File: config.mk
export PLATFORM = sky130hd
export DESIGN_NAME = spi_port
export DESIGN_NICKNAME = d
export VERILOG_FILES = /design/src/spi_port_pkg.sv /design/src/spi_port.sv
export SDC_FILE = /design/constraint.sdc
export NUM_CORES = 1
export LEC_CHECK = 0
export BUFFER_PORTS_ARGS = -buffer_cell sky130_fd_sc_hd__buf_2
export CAP_MARGIN = 20
export CORE_MARGIN = 1.5
export CORE_UTILIZATION = 45
export DETAILED_ROUTE_END_ITERATION = 16
export PLACE_DENSITY = 0.73
export SETUP_SLACK_MARGIN = 0.3
export SYNTH_ARGS = -nofsm -noshare
export SYNTH_HDL_FRONTEND = slang
export SYNTH_HIERARCHICAL = 1
export SYNTH_SLANG_ARGS = --single-unit
export TNS_END_PERCENT = 100
File: constraint.sdc
create_clock -name clock -period 4.73 [get_ports clock]
set_input_delay 0.473 -clock clock [delete_from_list [all_inputs] [get_ports clock]]
set_output_delay 0.473 -clock clock [all_outputs]
set_load 0.005 [all_outputs]
File: src/spi_port_pkg.sv
// Constants and state types shared by the SPI pin and select logic
// Contract
// Master-out line is driven as master, read as an input as slave.
// Both data lines shift most-significant bit first in every mode.
// As master, master-out carries the shift register top bit, 3- or 4-wire.
// Master-in is sampled as master and driven as slave.
// Master-in floats when disabled or an unselected 4-wire slave.
// A 3-wire slave always drives master-in from the shift register top bit.
// Master generates the serial clock; slave takes it from the external master.
// An unselected 4-wire slave ignores all serial clock activity.
// Select mode 00: 3-wire, select pin unused, slave always selected.
// Select mode 01: select pin is an input choosing slave selection.
// Master in mode 01: select falling low disables the master function.
// Select mode 1x: select pin is an output at the mode low bit level.
// Software should pick select-output mode only when configured as master.
// Select signal is unrouted in 3-wire modes, routed to a pin otherwise.
// Multi-master low select clears master and port enables, sets mode fault.
// A 4-wire slave is active while select is low, idle while high.
// A select falling edge resets the 4-wire slave bit counter.
// Slave sets transfer done and buffers the byte after 8 bits.
// Select input is synchronised before its edges or level are used.
package spi_port_pkg;
   localparam int unsigned WORD_BITS       = 8;
   localparam int unsigned RX_FIFO_DEPTH   = 16;
   localparam logic [1:0]  MODE_THREE_WIRE = 2'h0;
   localparam logic [1:0]  MODE_SELECT_IN  = 2'h1;
   localparam int unsigned CLOCK_NS        = 10;
   localparam int unsigned SCK_HALF_NS     = 40;
   localparam int unsigned SCK_HALF_CYCLES = (SCK_HALF_NS + CLOCK_NS - 1) / CLOCK_NS;
   localparam logic [3:0]  SCK_DIV_LAST    = 4'(SCK_HALF_CYCLES - 1);
   localparam logic [2:0]  LAST_BIT        = 3'h7;

   typedef struct packed {
      logic       sck_meta;
      logic       sck_sync;
      logic       sck_prev;
      logic       mosi_meta;
      logic       mosi_sync;
      logic       miso_meta;
      logic       miso_sync;
      logic       sel_meta;
      logic       sel_sync;
      logic       sel_prev;
      logic       port_en;
      logic       master_en;
      logic       fault;
      logic       done;
      logic       overrun;
      logic [7:0] shift;
      logic       sample;
      logic [2:0] count;
      logic       busy;
      logic [3:0] div;
      logic       sck;
      logic [7:0] tx_buf;
      logic       tx_full;
      logic       loaded;
      logic       sel_drive;
      logic       push;
      logic [7:0] rx_byte;
   } port_state_t;
endpackage : spi_port_pkg

File: src/spi_port.sv
// SPI port pin, select-mode and shift logic with its receive FIFO
`timescale 1ns/10ps
`default_nettype none

////////////////////////////////////////////////////////////////////////////////
module spi_rx_fifo #(
   parameter int unsigned WIDTH = 8,
   parameter int unsigned DEPTH = 16
) (
   input  wire logic             clock,
   input  wire logic             rst,
   input  wire logic             in_valid,
   output logic                  in_ready,
   input  wire logic [WIDTH-1:0] in_data,
   output logic                  out_valid,
   input  wire logic             out_ready,
   output logic      [WIDTH-1:0] out_data
);
   localparam int unsigned PW = $clog2(DEPTH);

   typedef struct packed {
      logic [PW-1:0] wptr;
      logic [PW-1:0] rptr;
      logic [PW:0]   fill;
   } fifo_state_t;

   fifo_state_t      s;
   fifo_state_t      next_s;
   logic [WIDTH-1:0] mem [DEPTH];
   logic             push;
   logic             pop;

   assign in_ready  = (s.fill != (PW+1)'(DEPTH));
   assign out_valid = (s.fill != '0);
   assign push      = in_valid && in_ready;
   assign pop       = out_valid && out_ready;
   assign out_data  = mem[s.rptr];

   always_comb begin
      next_s = s;
      if (push) begin
         next_s.wptr = (s.wptr == PW'(DEPTH - 1)) ? '0 : s.wptr + 1'b1;
      end
      if (pop) begin
         next_s.rptr = (s.rptr == PW'(DEPTH - 1)) ? '0 : s.rptr + 1'b1;
      end
      next_s.fill = s.fill + (PW+1)'(push) - (PW+1)'(pop);
   end

   always_ff @(posedge clock) begin
      if (rst) begin
         s <= '0;
      end else begin
         s <= next_s;
      end
   end

   // Storage needs no reset; out_valid guards stale words
   always_ff @(posedge clock) begin
      if (push) begin
         mem[s.wptr] <= in_data;
      end
   end
endmodule : spi_rx_fifo

////////////////////////////////////////////////////////////////////////////////
module spi_port
   import spi_port_pkg::*;
(
   input  wire logic       clock,
   input  wire logic       rst,
   // Control and status
   input  wire logic [1:0] select_pin_mode,
   input  wire logic       cfg_write,
   input  wire logic       cfg_port_enable,
   input  wire logic       cfg_master_enable,
   output logic            port_enable_bit,
   output logic            master_enable_bit,
   output logic            mode_fault_flag,
   input  wire logic       clear_mode_fault,
   output logic            transfer_done_flag,
   input  wire logic       clear_transfer_done,
   output logic            rx_overrun_flag,
   input  wire logic       clear_rx_overrun,
   // Transmit byte and receive stream
   input  wire logic       tx_valid,
   output logic            tx_ready,
   input  wire logic [7:0] tx_data,
   output logic            rx_valid,
   input  wire logic       rx_ready,
   output logic      [7:0] rx_data,
   // Pins
   input  wire logic       mosi_in,
   output logic            mosi_out,
   output logic            mosi_oe,
   input  wire logic       miso_in,
   output logic            miso_out,
   output logic            miso_oe,
   input  wire logic       sck_in,
   output logic            sck_out,
   output logic            sck_oe,
   input  wire logic       select_in,
   output logic            select_out,
   output logic            select_oe,
   output logic            select_routed
);
   port_state_t s;
   port_state_t next_s;
   logic        fifo_in_ready;

   // Selection as a slave for the current select mode
   function automatic logic slave_selected(input logic [1:0] mode, input logic sel);
      slave_selected = (mode == MODE_SELECT_IN) ? !sel : 1'b1;
   endfunction : slave_selected

   logic master;
   logic slave_active;
   logic four_wire_in;
   logic sck_rise;
   logic sck_fall;
   logic sel_fall;
   logic byte_done;

   assign master       = s.port_en && s.master_en;
   assign four_wire_in = (select_pin_mode == MODE_SELECT_IN);
   assign slave_active = s.port_en && !s.master_en
                         && slave_selected(select_pin_mode, s.sel_sync);
   assign sel_fall     = s.sel_prev && !s.sel_sync;

   always_comb begin
      sck_rise = 1'b0;
      sck_fall = 1'b0;
      if (master) begin

         if (s.busy && s.div == SCK_DIV_LAST) begin
            sck_rise = !s.sck;
            sck_fall = s.sck;
         end
      end else if (slave_active) begin
         sck_rise = s.sck_sync && !s.sck_prev;
         sck_fall = !s.sck_sync && s.sck_prev;
      end
   end

   assign byte_done = sck_fall && (s.count == LAST_BIT);

   always_comb begin
      next_s = s;
      next_s.push = 1'b0;
      // Two flops on every outside input before use
      next_s.sck_meta  = sck_in;
      next_s.sck_sync  = s.sck_meta;
      next_s.sck_prev  = s.sck_sync;
      next_s.mosi_meta = mosi_in;
      next_s.mosi_sync = s.mosi_meta;
      next_s.miso_meta = miso_in;
      next_s.miso_sync = s.miso_meta;
      next_s.sel_meta  = select_in;
      next_s.sel_sync  = s.sel_meta;
      next_s.sel_prev  = s.sel_sync;
      next_s.sel_drive = select_pin_mode[0];

      if (cfg_write) begin
         next_s.port_en   = cfg_port_enable;
         next_s.master_en = cfg_master_enable;
      end
      if (clear_mode_fault) begin
         next_s.fault = 1'b0;
      end
      if (clear_transfer_done) begin
         next_s.done = 1'b0;
      end
      if (clear_rx_overrun) begin
         next_s.overrun = 1'b0;
      end

      // Transmit holding buffer
      if (tx_valid && !s.tx_full) begin
         next_s.tx_buf  = tx_data;
         next_s.tx_full = 1'b1;
      end
      if (!s.loaded && s.tx_full && !s.busy && s.count == '0) begin
         next_s.shift   = s.tx_buf;
         next_s.loaded  = 1'b1;
         next_s.tx_full = 1'b0;
      end

      // Master starts only with room for the answer byte
      if (master && !s.busy && s.loaded && fifo_in_ready) begin
         next_s.busy = 1'b1;
         next_s.div  = '0;
      end
      if (master && s.busy) begin
         next_s.div = (s.div == SCK_DIV_LAST) ? '0 : s.div + 4'h1;
         if (s.div == SCK_DIV_LAST) begin
            next_s.sck = !s.sck;
         end
      end

      if (sck_rise) begin
         next_s.sample = master ? s.miso_sync : s.mosi_sync;
      end
      if (sck_fall) begin
         next_s.shift = {s.shift[6:0], s.sample};
         next_s.count = s.count + 3'h1;
      end
      if (byte_done) begin

         next_s.done    = 1'b1;
         next_s.loaded  = 1'b0;
         next_s.busy    = 1'b0;
         next_s.rx_byte = {s.shift[6:0], s.sample};
         if (fifo_in_ready) begin
            next_s.push = 1'b1;
         end else begin
            next_s.overrun = 1'b1;
         end
      end

      // Slave counter restarts on a select falling edge
      if (!s.port_en || (!s.master_en && four_wire_in && sel_fall)) begin
         next_s.count = '0;
         next_s.sck   = 1'b0;
         next_s.busy  = 1'b0;
      end

      // Another master claims the bus; fault beats a same-cycle config write
      if (master && four_wire_in && !s.sel_sync) begin
         next_s.master_en = 1'b0;
         next_s.port_en   = 1'b0;
         next_s.fault     = 1'b1;
         next_s.busy      = 1'b0;
         next_s.sck       = 1'b0;
         next_s.count     = '0;
      end
   end

   always_ff @(posedge clock) begin
      if (rst) begin
         s <= '0;
      end else begin
         s <= next_s;
      end
   end

   spi_rx_fifo #(
      .WIDTH (WORD_BITS),
      .DEPTH (RX_FIFO_DEPTH)
   ) rx_fifo (
      .clock     (clock),
      .rst       (rst),
      .in_valid  (s.push),
      .in_ready  (fifo_in_ready),
      .in_data   (s.rx_byte),
      .out_valid (rx_valid),
      .out_ready (rx_ready),
      .out_data  (rx_data)
   );

   assign tx_ready           = !s.tx_full;
   assign port_enable_bit    = s.port_en;
   assign master_enable_bit  = s.master_en;
   assign mode_fault_flag    = s.fault;
   assign transfer_done_flag = s.done;
   assign rx_overrun_flag    = s.overrun;

   assign mosi_out = s.shift[7];
   assign mosi_oe  = master;
   assign sck_out  = s.sck;
   assign sck_oe   = master;
   assign miso_out = s.shift[7];
   // Unselected or disabled slave releases the shared line
   assign miso_oe  = slave_active;
   assign select_out    = s.sel_drive;
   assign select_oe     = select_pin_mode[1];
   assign select_routed = (select_pin_mode != MODE_THREE_WIRE);
endmodule : spi_port

`default_nettype wire

==> metrics.md, run 1 <==
| Metric | Value |
|---|---|
| Clk sinks | around 200 |
| I/O pin count | between 40 and 50 |
| Port bufs | 47 |
| Critical path cell sequence | buf_4 > mux4_2 > a22oi_1 > nand2_1 > buf_2 |
| Post-Route WL | ~15000 microns |
| GPL Wtd Cong | ~0.77 |
| Flop2flop setup slack | 1.81 ns |
| Initial core utilization | 46.3% |
| Grt ovf | 0 |
| Reg-to-Reg End | rx_fifo/s[4] |
| Vias in the first global route | 4520 |
| TritonRoute pass-1 iters | 4 |
| Count of cell types in the netlist | 55 |
| Clk buf depth | 2 |
| Critical path's slowest cell | dfxtp_2 |
| Detailed Place HPWL | around 9700 microns |
| Sequential fraction of the synthesis area | around two thirds |
| P_leak | 2.72 nW |
| Setup CP Type | register to output pin |
| Post-route antenna net violation count | 0 |
| H-tree levels | 4 |
| NetSw | about 0.8 mW |
| TritonCTS clock tree | built |
| # resized after CTS | 0 |
| Crit path buf inv count | 2 |
| Fraction of registers with async set/reset | 0% |
| RSZ-0062 raised after global routing | false |
| Wire length per cell | ~18 microns |
| Number of synthesized register bits | between 150 and 200 |
| NumNets Final | 616 |
| Post-DP Area | about 8400 sq um |
| Design Power | 3.66 mW |
| Clock buffer count from CTS | 17 |
| Avg Inst Size Synth | between 15 and 20 sq um |
| Maxcap violations | 0 |
| First-pass GRT wire length | about 24000 microns |
| Min cycle time layout | slightly above 3 ns |
| Pre-CTS setup slack | approximately 1.8 ns |
| Post-synth net total | between 500 and 600 |
| Largest net degree at the start of global routing | 41 |
| Vias per std cell | around 5.4 |
| Run status | complete, no violations |
| Top delay family on crit path | flip-flops |
| Initial antenna violation count | 0 |
| Cell Rows | 48 |
| Hold Path Stages | 2 |
| Ys flop type | edfxtp_1 |
| Area Growth Syn to Fin | 12.0% |
| Remaining DRCs | 0 |
| Setup TNS | 0 ns |
| Reg2Reg Launch Point | rx_fifo/s[3] |
| Synth Instances | 534 |
| Critical Path RT | around 4.3 ns |
| Switching share of power | roughly 22% |
| Die width | about 140 microns |
| Via count | 4421 |
| Worst Clk Skew | just under 0.01 ns |
| Worst Hold Endpoint | rx_overrun_flag |
| Hold Path Class | input pin to register |
| Max FO, Critical Path | 20 |
| Internal Power | 2.86 mW |
| Post-synth EDFFs | 128 |
| Worst skew pair latency | about 0.43 ns |
| Core area | roughly 17000 sq um |
| Antenna cells | 0 |
| Share of layout cells above drive strength 1 | a little under a quarter |
| Comb pwr share | under 10% |
| Signal arrival time at the worst endpoint | 2.64 ns |
| Worst setup EP type | output pin |
| Crit path largest cell delay | 0.79 ns |
| Synth Warn # | 6 |
| Max-slew violations | 0 |
| Hold path startpoint | clear_rx_overrun |
| CP startpoint kind | register |
| Worst VDD drop | approximately 0.00027 V |
| Worst-path clk slew | about 0.07 ns |
| Die Y | 137 microns |
| Cell Area, Synth | ~8000 sq um |
| Initial DRC count | about 390 |
| Final setup viols | 0 |
| Hold_buf cts | 0 |
| Fin worst setup slack | approximately 1.6 ns |
| Power share of the clock group | between 30% and 40% |
| Slew @ Worst Pin | ~0.95 ns |
| Highest Clock Rate | 321 MHz |
| Post-CTS setup buffers | 0 |
| Sequential share of power | around 53% |
| Die area | ~19000 sq um |
| Pwr dens | roughly 400 nW/um^2 |
| CP Depth | 5 |
| Worst slew margin | 36.3% |
| Final hold viol count | 0 |
| Final Instance Area | 9000 sq um |
| Worst Reg-to-Reg Cells | 14 |
| Final period util | 65.8% |
| Root Buffer Master | clkbuf_16 |
| Total track usage | 17.2% |
## logic make-up after synthesis
kind of cell | after synthesis | share of synthesized area (%)
buffers and inverters | 46 | 2.93
and+or+nand+nor | 139 | 9.72
muxes | 61 | 12.6
adders and majority gates | 16 | 2.59
DFF | 198 | 65.3
xor gates and xnor gates | 6 | 0.654
AOI/OAI and AO/OA | 68 | 6.21
## cell type report
cell class	count	area, sq um
clock inverters	10	131
flip-flops and latches	198	5250
fillers	1394	8360
well taps	225	282
inverters	15	58.8
clock buffers	21	440
repair buffers	54	288
multi-input cells	290	2550
## how the worst max path moves through the flow
stage                 startpoint           end  slack [ns]
finish                  register    rx_data[5]        1.62
global route            register    rx_data[5]        1.38
CTS                     register    rx_data[5]        1.55
detailed placement  rx_fifo/s[3]  rx_fifo/s[4]        1.83
global placement    rx_fifo/s[3]  rx_fifo/s[4]        1.97
floorplan           rx_fifo/s[3]  rx_fifo/s[4]        2.04
## per-layer routing
metal	up-vias	GRT usage (%)	routed length [microns]
li1	2080	-	-
met1	2183	21.8	6260
met2	136	28.3	7300
met3	22	4.93	872
met4	0	5.61	201
met5	-	0	0
## cell usage after synthesis, drive strengths merged (2+ instances only)
library cell,n,area [sq um]
mux2i,28,280
a211oi,10,115
xor2,5,43.8
or2,2,12.5
a21o,2,15.0
inv,15,58.8
o21ai,7,46.3
nand2,21,78.8
nand3,10,55.1
nand3b,2,15.0
a21oi,25,125
and3,3,23.8
edfxtp,128,3840
nor3,12,60.1
and2,6,40.0
nor2,32,128
nor3b,5,47.5
nand2b,21,131
buf,23,145
clkbuf,8,31.3
mux4,32,721
nor2b,18,113
a22oi,17,128
ha,15,188
dfxtp,70,1400
## sequential cells by signal, summed over array words and instances, names as in the netlist, named ones only
signal,count
transfer_done_flag,1
master_enable_bit,1
port_enable_bit,1
rx_overrun_flag,1
s,39
mode_fault_flag,1
select_out,1
rx_fifo/s,13
next_s,6
sck_out,1
miso_out,1
rx_fifo/mem,128
## worst reg2reg max path, delay by kind of cell, from the launching register on
kind / cells / cell delay, ns
buf+inv: 4 / 0.25
simple gates: 4 / 0.96
compound gates: 2 / 0.29
flops: 1 / 0.32
fa+ha+maj: 4 / 0.98
## per-stage QoR
stage / utilization (%) / instances / hold WS, ns
floorplan: - / 534 / 0.414
global placement: 48.5 / 781 / 0.425
detailed placement: 48.6 / 782 / 0.423
CTS: 51.9 / 813 / 0.211
global route: 51.9 / 813 / 0.205
finish: 51.9 / 813 / 0.228
## cells in the final DEF (no fill, tap or decap), types with 2 or more instances in the layout
cell and count:
edfxtp_1 128, dfxtp_1 68, buf_2 47, mux4_2 32
nor2_1 31, mux2i_1 28, a21oi_1 25, nand2b_1 21
nand2_1 21, nor2b_1 18, a22oi_1 17, clkbuf_16 17
ha_1 15, inv_1 14, nor3_1 12, nand3_1 9
a211oi_2 8, buf_4 7, and2_1 5, xor2_1 5
clkbuf_1 4, nor3b_1 3, o21ai_1 3, o21ai_0 3
bufinv_16 3, clkinv_1 3, nand3b_1 2, or2_2 2
nor3b_2 2, and3_1 2, a211oi_1 2, clkinv_4 2
a21o_1 2, dfxtp_2 2
## power groups by stage
stage | logic (mW) | registers, mW | clock network [mW]
2_1_floorplan | 0.310 | 1.92 | 0
3_3_place_gp | 0.312 | 1.97 | 0
3_5_place_dp | 0.324 | 1.98 | 0
4_1_cts | 0.326 | 1.94 | 1.43
5_1_grt | 0.363 | 1.95 | 1.51
6_report | 0.321 | 1.94 | 1.40
Note: power is estimated with default switching activity, not from simulation.
==> run 2, diff against run 1 <==
clock period = 2.9 ns   (was 4.73 ns; I/O delays follow)
==> run 2 against run 1 <==
Net effect:
- register-to-register slack got worse by 1.4 ns
- first-iteration DRC count decreased by 34%
- non-clock buffer count increased by 15
- combinational power increased by 140%
- sequential power increased by 60%
- clock power increased by 66%
- critical path type is now register to register
- largest cell class unchanged
==> metrics.md, run 2 (synthesis results as in run 1) <==
| Metric | Value |
|---|---|
| TritonRoute pass-1 iters | 4 (unchanged) |
| Largest register FFs | 128 (unchanged) |
| Final setup viols | 0 (unchanged) |
| Initial DRC count | 256 (-34%) |
| Worst skew pair latency | 0.43 ns (about the same) |
| Core area | 17400 sq um (unchanged) |
| GPL Wtd Cong | 0.719 (-6.3%) |
| Most frequent cells in the layout | edfxtp_1, dfxtp_1, buf_2 |
| Grt ovf | 0 (unchanged) |
| Vias per std cell | 5.33 (-2.1%) |
| Worst setup EP type | register |
| H-tree levels | 4 (unchanged) |
| Most common cell after layout, fill and taps aside | edfxtp_1 |
| First-pass GRT wire length | 23500 microns (-1.7%) |
| Post-Route WL | 14500 microns (-0.76%) |
| Largest net degree at the start of global routing | 33 (-20%) |
| TritonCTS clock tree | built |
| Port bufs | 47 (unchanged) |
| Clock buffer count from CTS | 17 (unchanged) |
| Maxcap violations | 0 (unchanged) |
| Initial core utilization | 46.3% (unchanged) |
| Hold Path Class | input pin to register |
| Worst VDD drop | 0.000345 V (+26%) |
| Max-slew violations | 0 (unchanged) |
| Run status | complete, no violations |
| Share of layout cells above drive strength 1 | 27.8% (+4.9 points) |
| Final period util | 87.3% |
| Cell Count, Final, Fillers Out | 829 (+2.0%) |
| I/O pin count | 48 (unchanged) |
| Final Instance Area | 9200 sq um (+2.2%) |
| Antenna cells | 0 (unchanged) |
| Cell Rows | 48 (unchanged) |
| Detailed Place HPWL | 9690 microns (-0.61%) |
| Max FO, Critical Path | 2 (-90%) |
| Setup CP Type | register to register |
| Final hold slack | 0.0536 ns (-0.174 ns) |
| Final hold viol count | 0 (unchanged) |
| Min cycle time layout | around 2.5 ns |
| Signal arrival time at the worst endpoint | 2.84 ns (+0.20 ns) |
| Die Y | 137 microns (unchanged) |
| Clk buf depth | 2 (unchanged) |
| CP startpoint kind | register |
| Post-DP Area | 8530 sq um (+1.3%) |
| Largest regs | rx_fifo/mem (128), s (39), rx_fifo/s (13) |
| Worst slew margin | 38.4% (+2.1 points) |
| Worst-path clk slew | 0.07 ns (about the same) |
| Highest Clock Rate | just under 400 MHz |
| Placed insts | 791 (+1.2%) |
| Remaining DRCs | 0 (unchanged) |
| Die width | 137 microns (unchanged) |
| Reg with most FFs | rx_fifo/mem |
| Critical Path RT | 3.21 ns (-1.05 ns) |
| Root Buffer Master | clkbuf_16 |
| Hold_buf cts | 0 (unchanged) |
| Setup TNS | 0 ns (unchanged) |
| RSZ-0062 raised after global routing | true |
| Core Util, Final | 53.0% (+1.2 points) |
| Initial antenna violation count | 0 (unchanged) |
| P_leak | 2.81 nW (+3.6%) |
| Worst Clk Skew | 0.00818 ns (-0.00143 ns) |
| Slew @ Worst Pin | 0.923 ns (-0.0293 ns) |
| Die area | 18700 sq um (unchanged) |
| Vias in the first global route | 4559 (+0.86%) |
| Area Growth Syn to Fin | 14.5% |
| Wire length per cell | 17.5 microns (-2.7%) |
| Post-route antenna net violation count | 0 (unchanged) |
| Total track usage | 16.8% (-0.34 points) |
| NumNets Final | 631 (+2.4%) |
| Via count | 4415 (-0.14%) |
| Clk sinks | 198 (unchanged) |
| Pwr dens | 671 nW/um^2 (+65%) |
## run 2: critical path, stage by stage, from the launching register on
cell and delay (ns):
dfxtp_2 0.33, inv_2 0.07, ha_4 0.13, or4b_4 0.47
nand2_4 0.08, inv_2 0.04, ha_4 0.22, inv_2 0.06
ha_4 0.12, inv_2 0.03, fa_2 0.36, nor2b_2 0.14
o21bai_1 0.11, a21oi_1 0.18, nor3b_2 0.06
## run 2: worst paths after layout
kind         slack [ns]         endpoint              from  depth (start not counted)
max                0.37     rx_fifo/s[4]      rx_fifo/s[2]                         14
min                0.05  rx_overrun_flag  clear_rx_overrun                          2
max reg2reg        0.37     rx_fifo/s[4]      rx_fifo/s[2]                         14
min reg2reg        0.45       next_s[50]        next_s[51]                          1
## run 2: area by class of cell
class	instances	area, sq um
Sequential cell	198	5250
Clock buffer	17	425
Fill cell	1408	8160
Tap cell	225	282
Inverter	15	58.8
Timing Repair Buffer	69	413
Clock inverter	15	163
Multi-Input combinational cell	290	2610
## run 2: what timing repair did
| action | CTS | global route |
|---|---|---|
| pin swaps | 4 | 8 |
| endpoints found under the setup margin | 1 | 1 |
| gates cloned | 0 | 0 |
| setup buffers | 3 | 3 |
| resized for setup | 3 | 4 |
## run 2: metal layers
metal / global-route usage (%) / up-vias / routed length (microns)
met5: 0 / - / 0
met4: 5.67 / 0 / 199
met3: 4.00 / 16 / 591
met2: 29.2 / 94 / 7460
met1: 20.6 / 2184 / 6260
li1: - / 2121 / -
## run 2: power by group
| group | total [mW] | internal (mW) | switching, mW |
|---|---|---|---|
| Combinational | 0.757 | 0.394 | 0.363 |
| Clock | 2.32 | 1.34 | 0.980 |
| Sequential | 3.10 | 3.04 | 0.0612 |
| Total | 6.18 | 4.77 | 1.40 |
## run 2: per-stage QoR
stage          worst slack [ns]  total power, mW
2_1_floorplan             0.288             3.67
3_3_place_gp              0.223             3.78
3_5_place_dp              0.128             3.82
4_1_cts                   0.308             6.18
5_1_grt                   0.240             6.44
6_report                  0.369             6.18
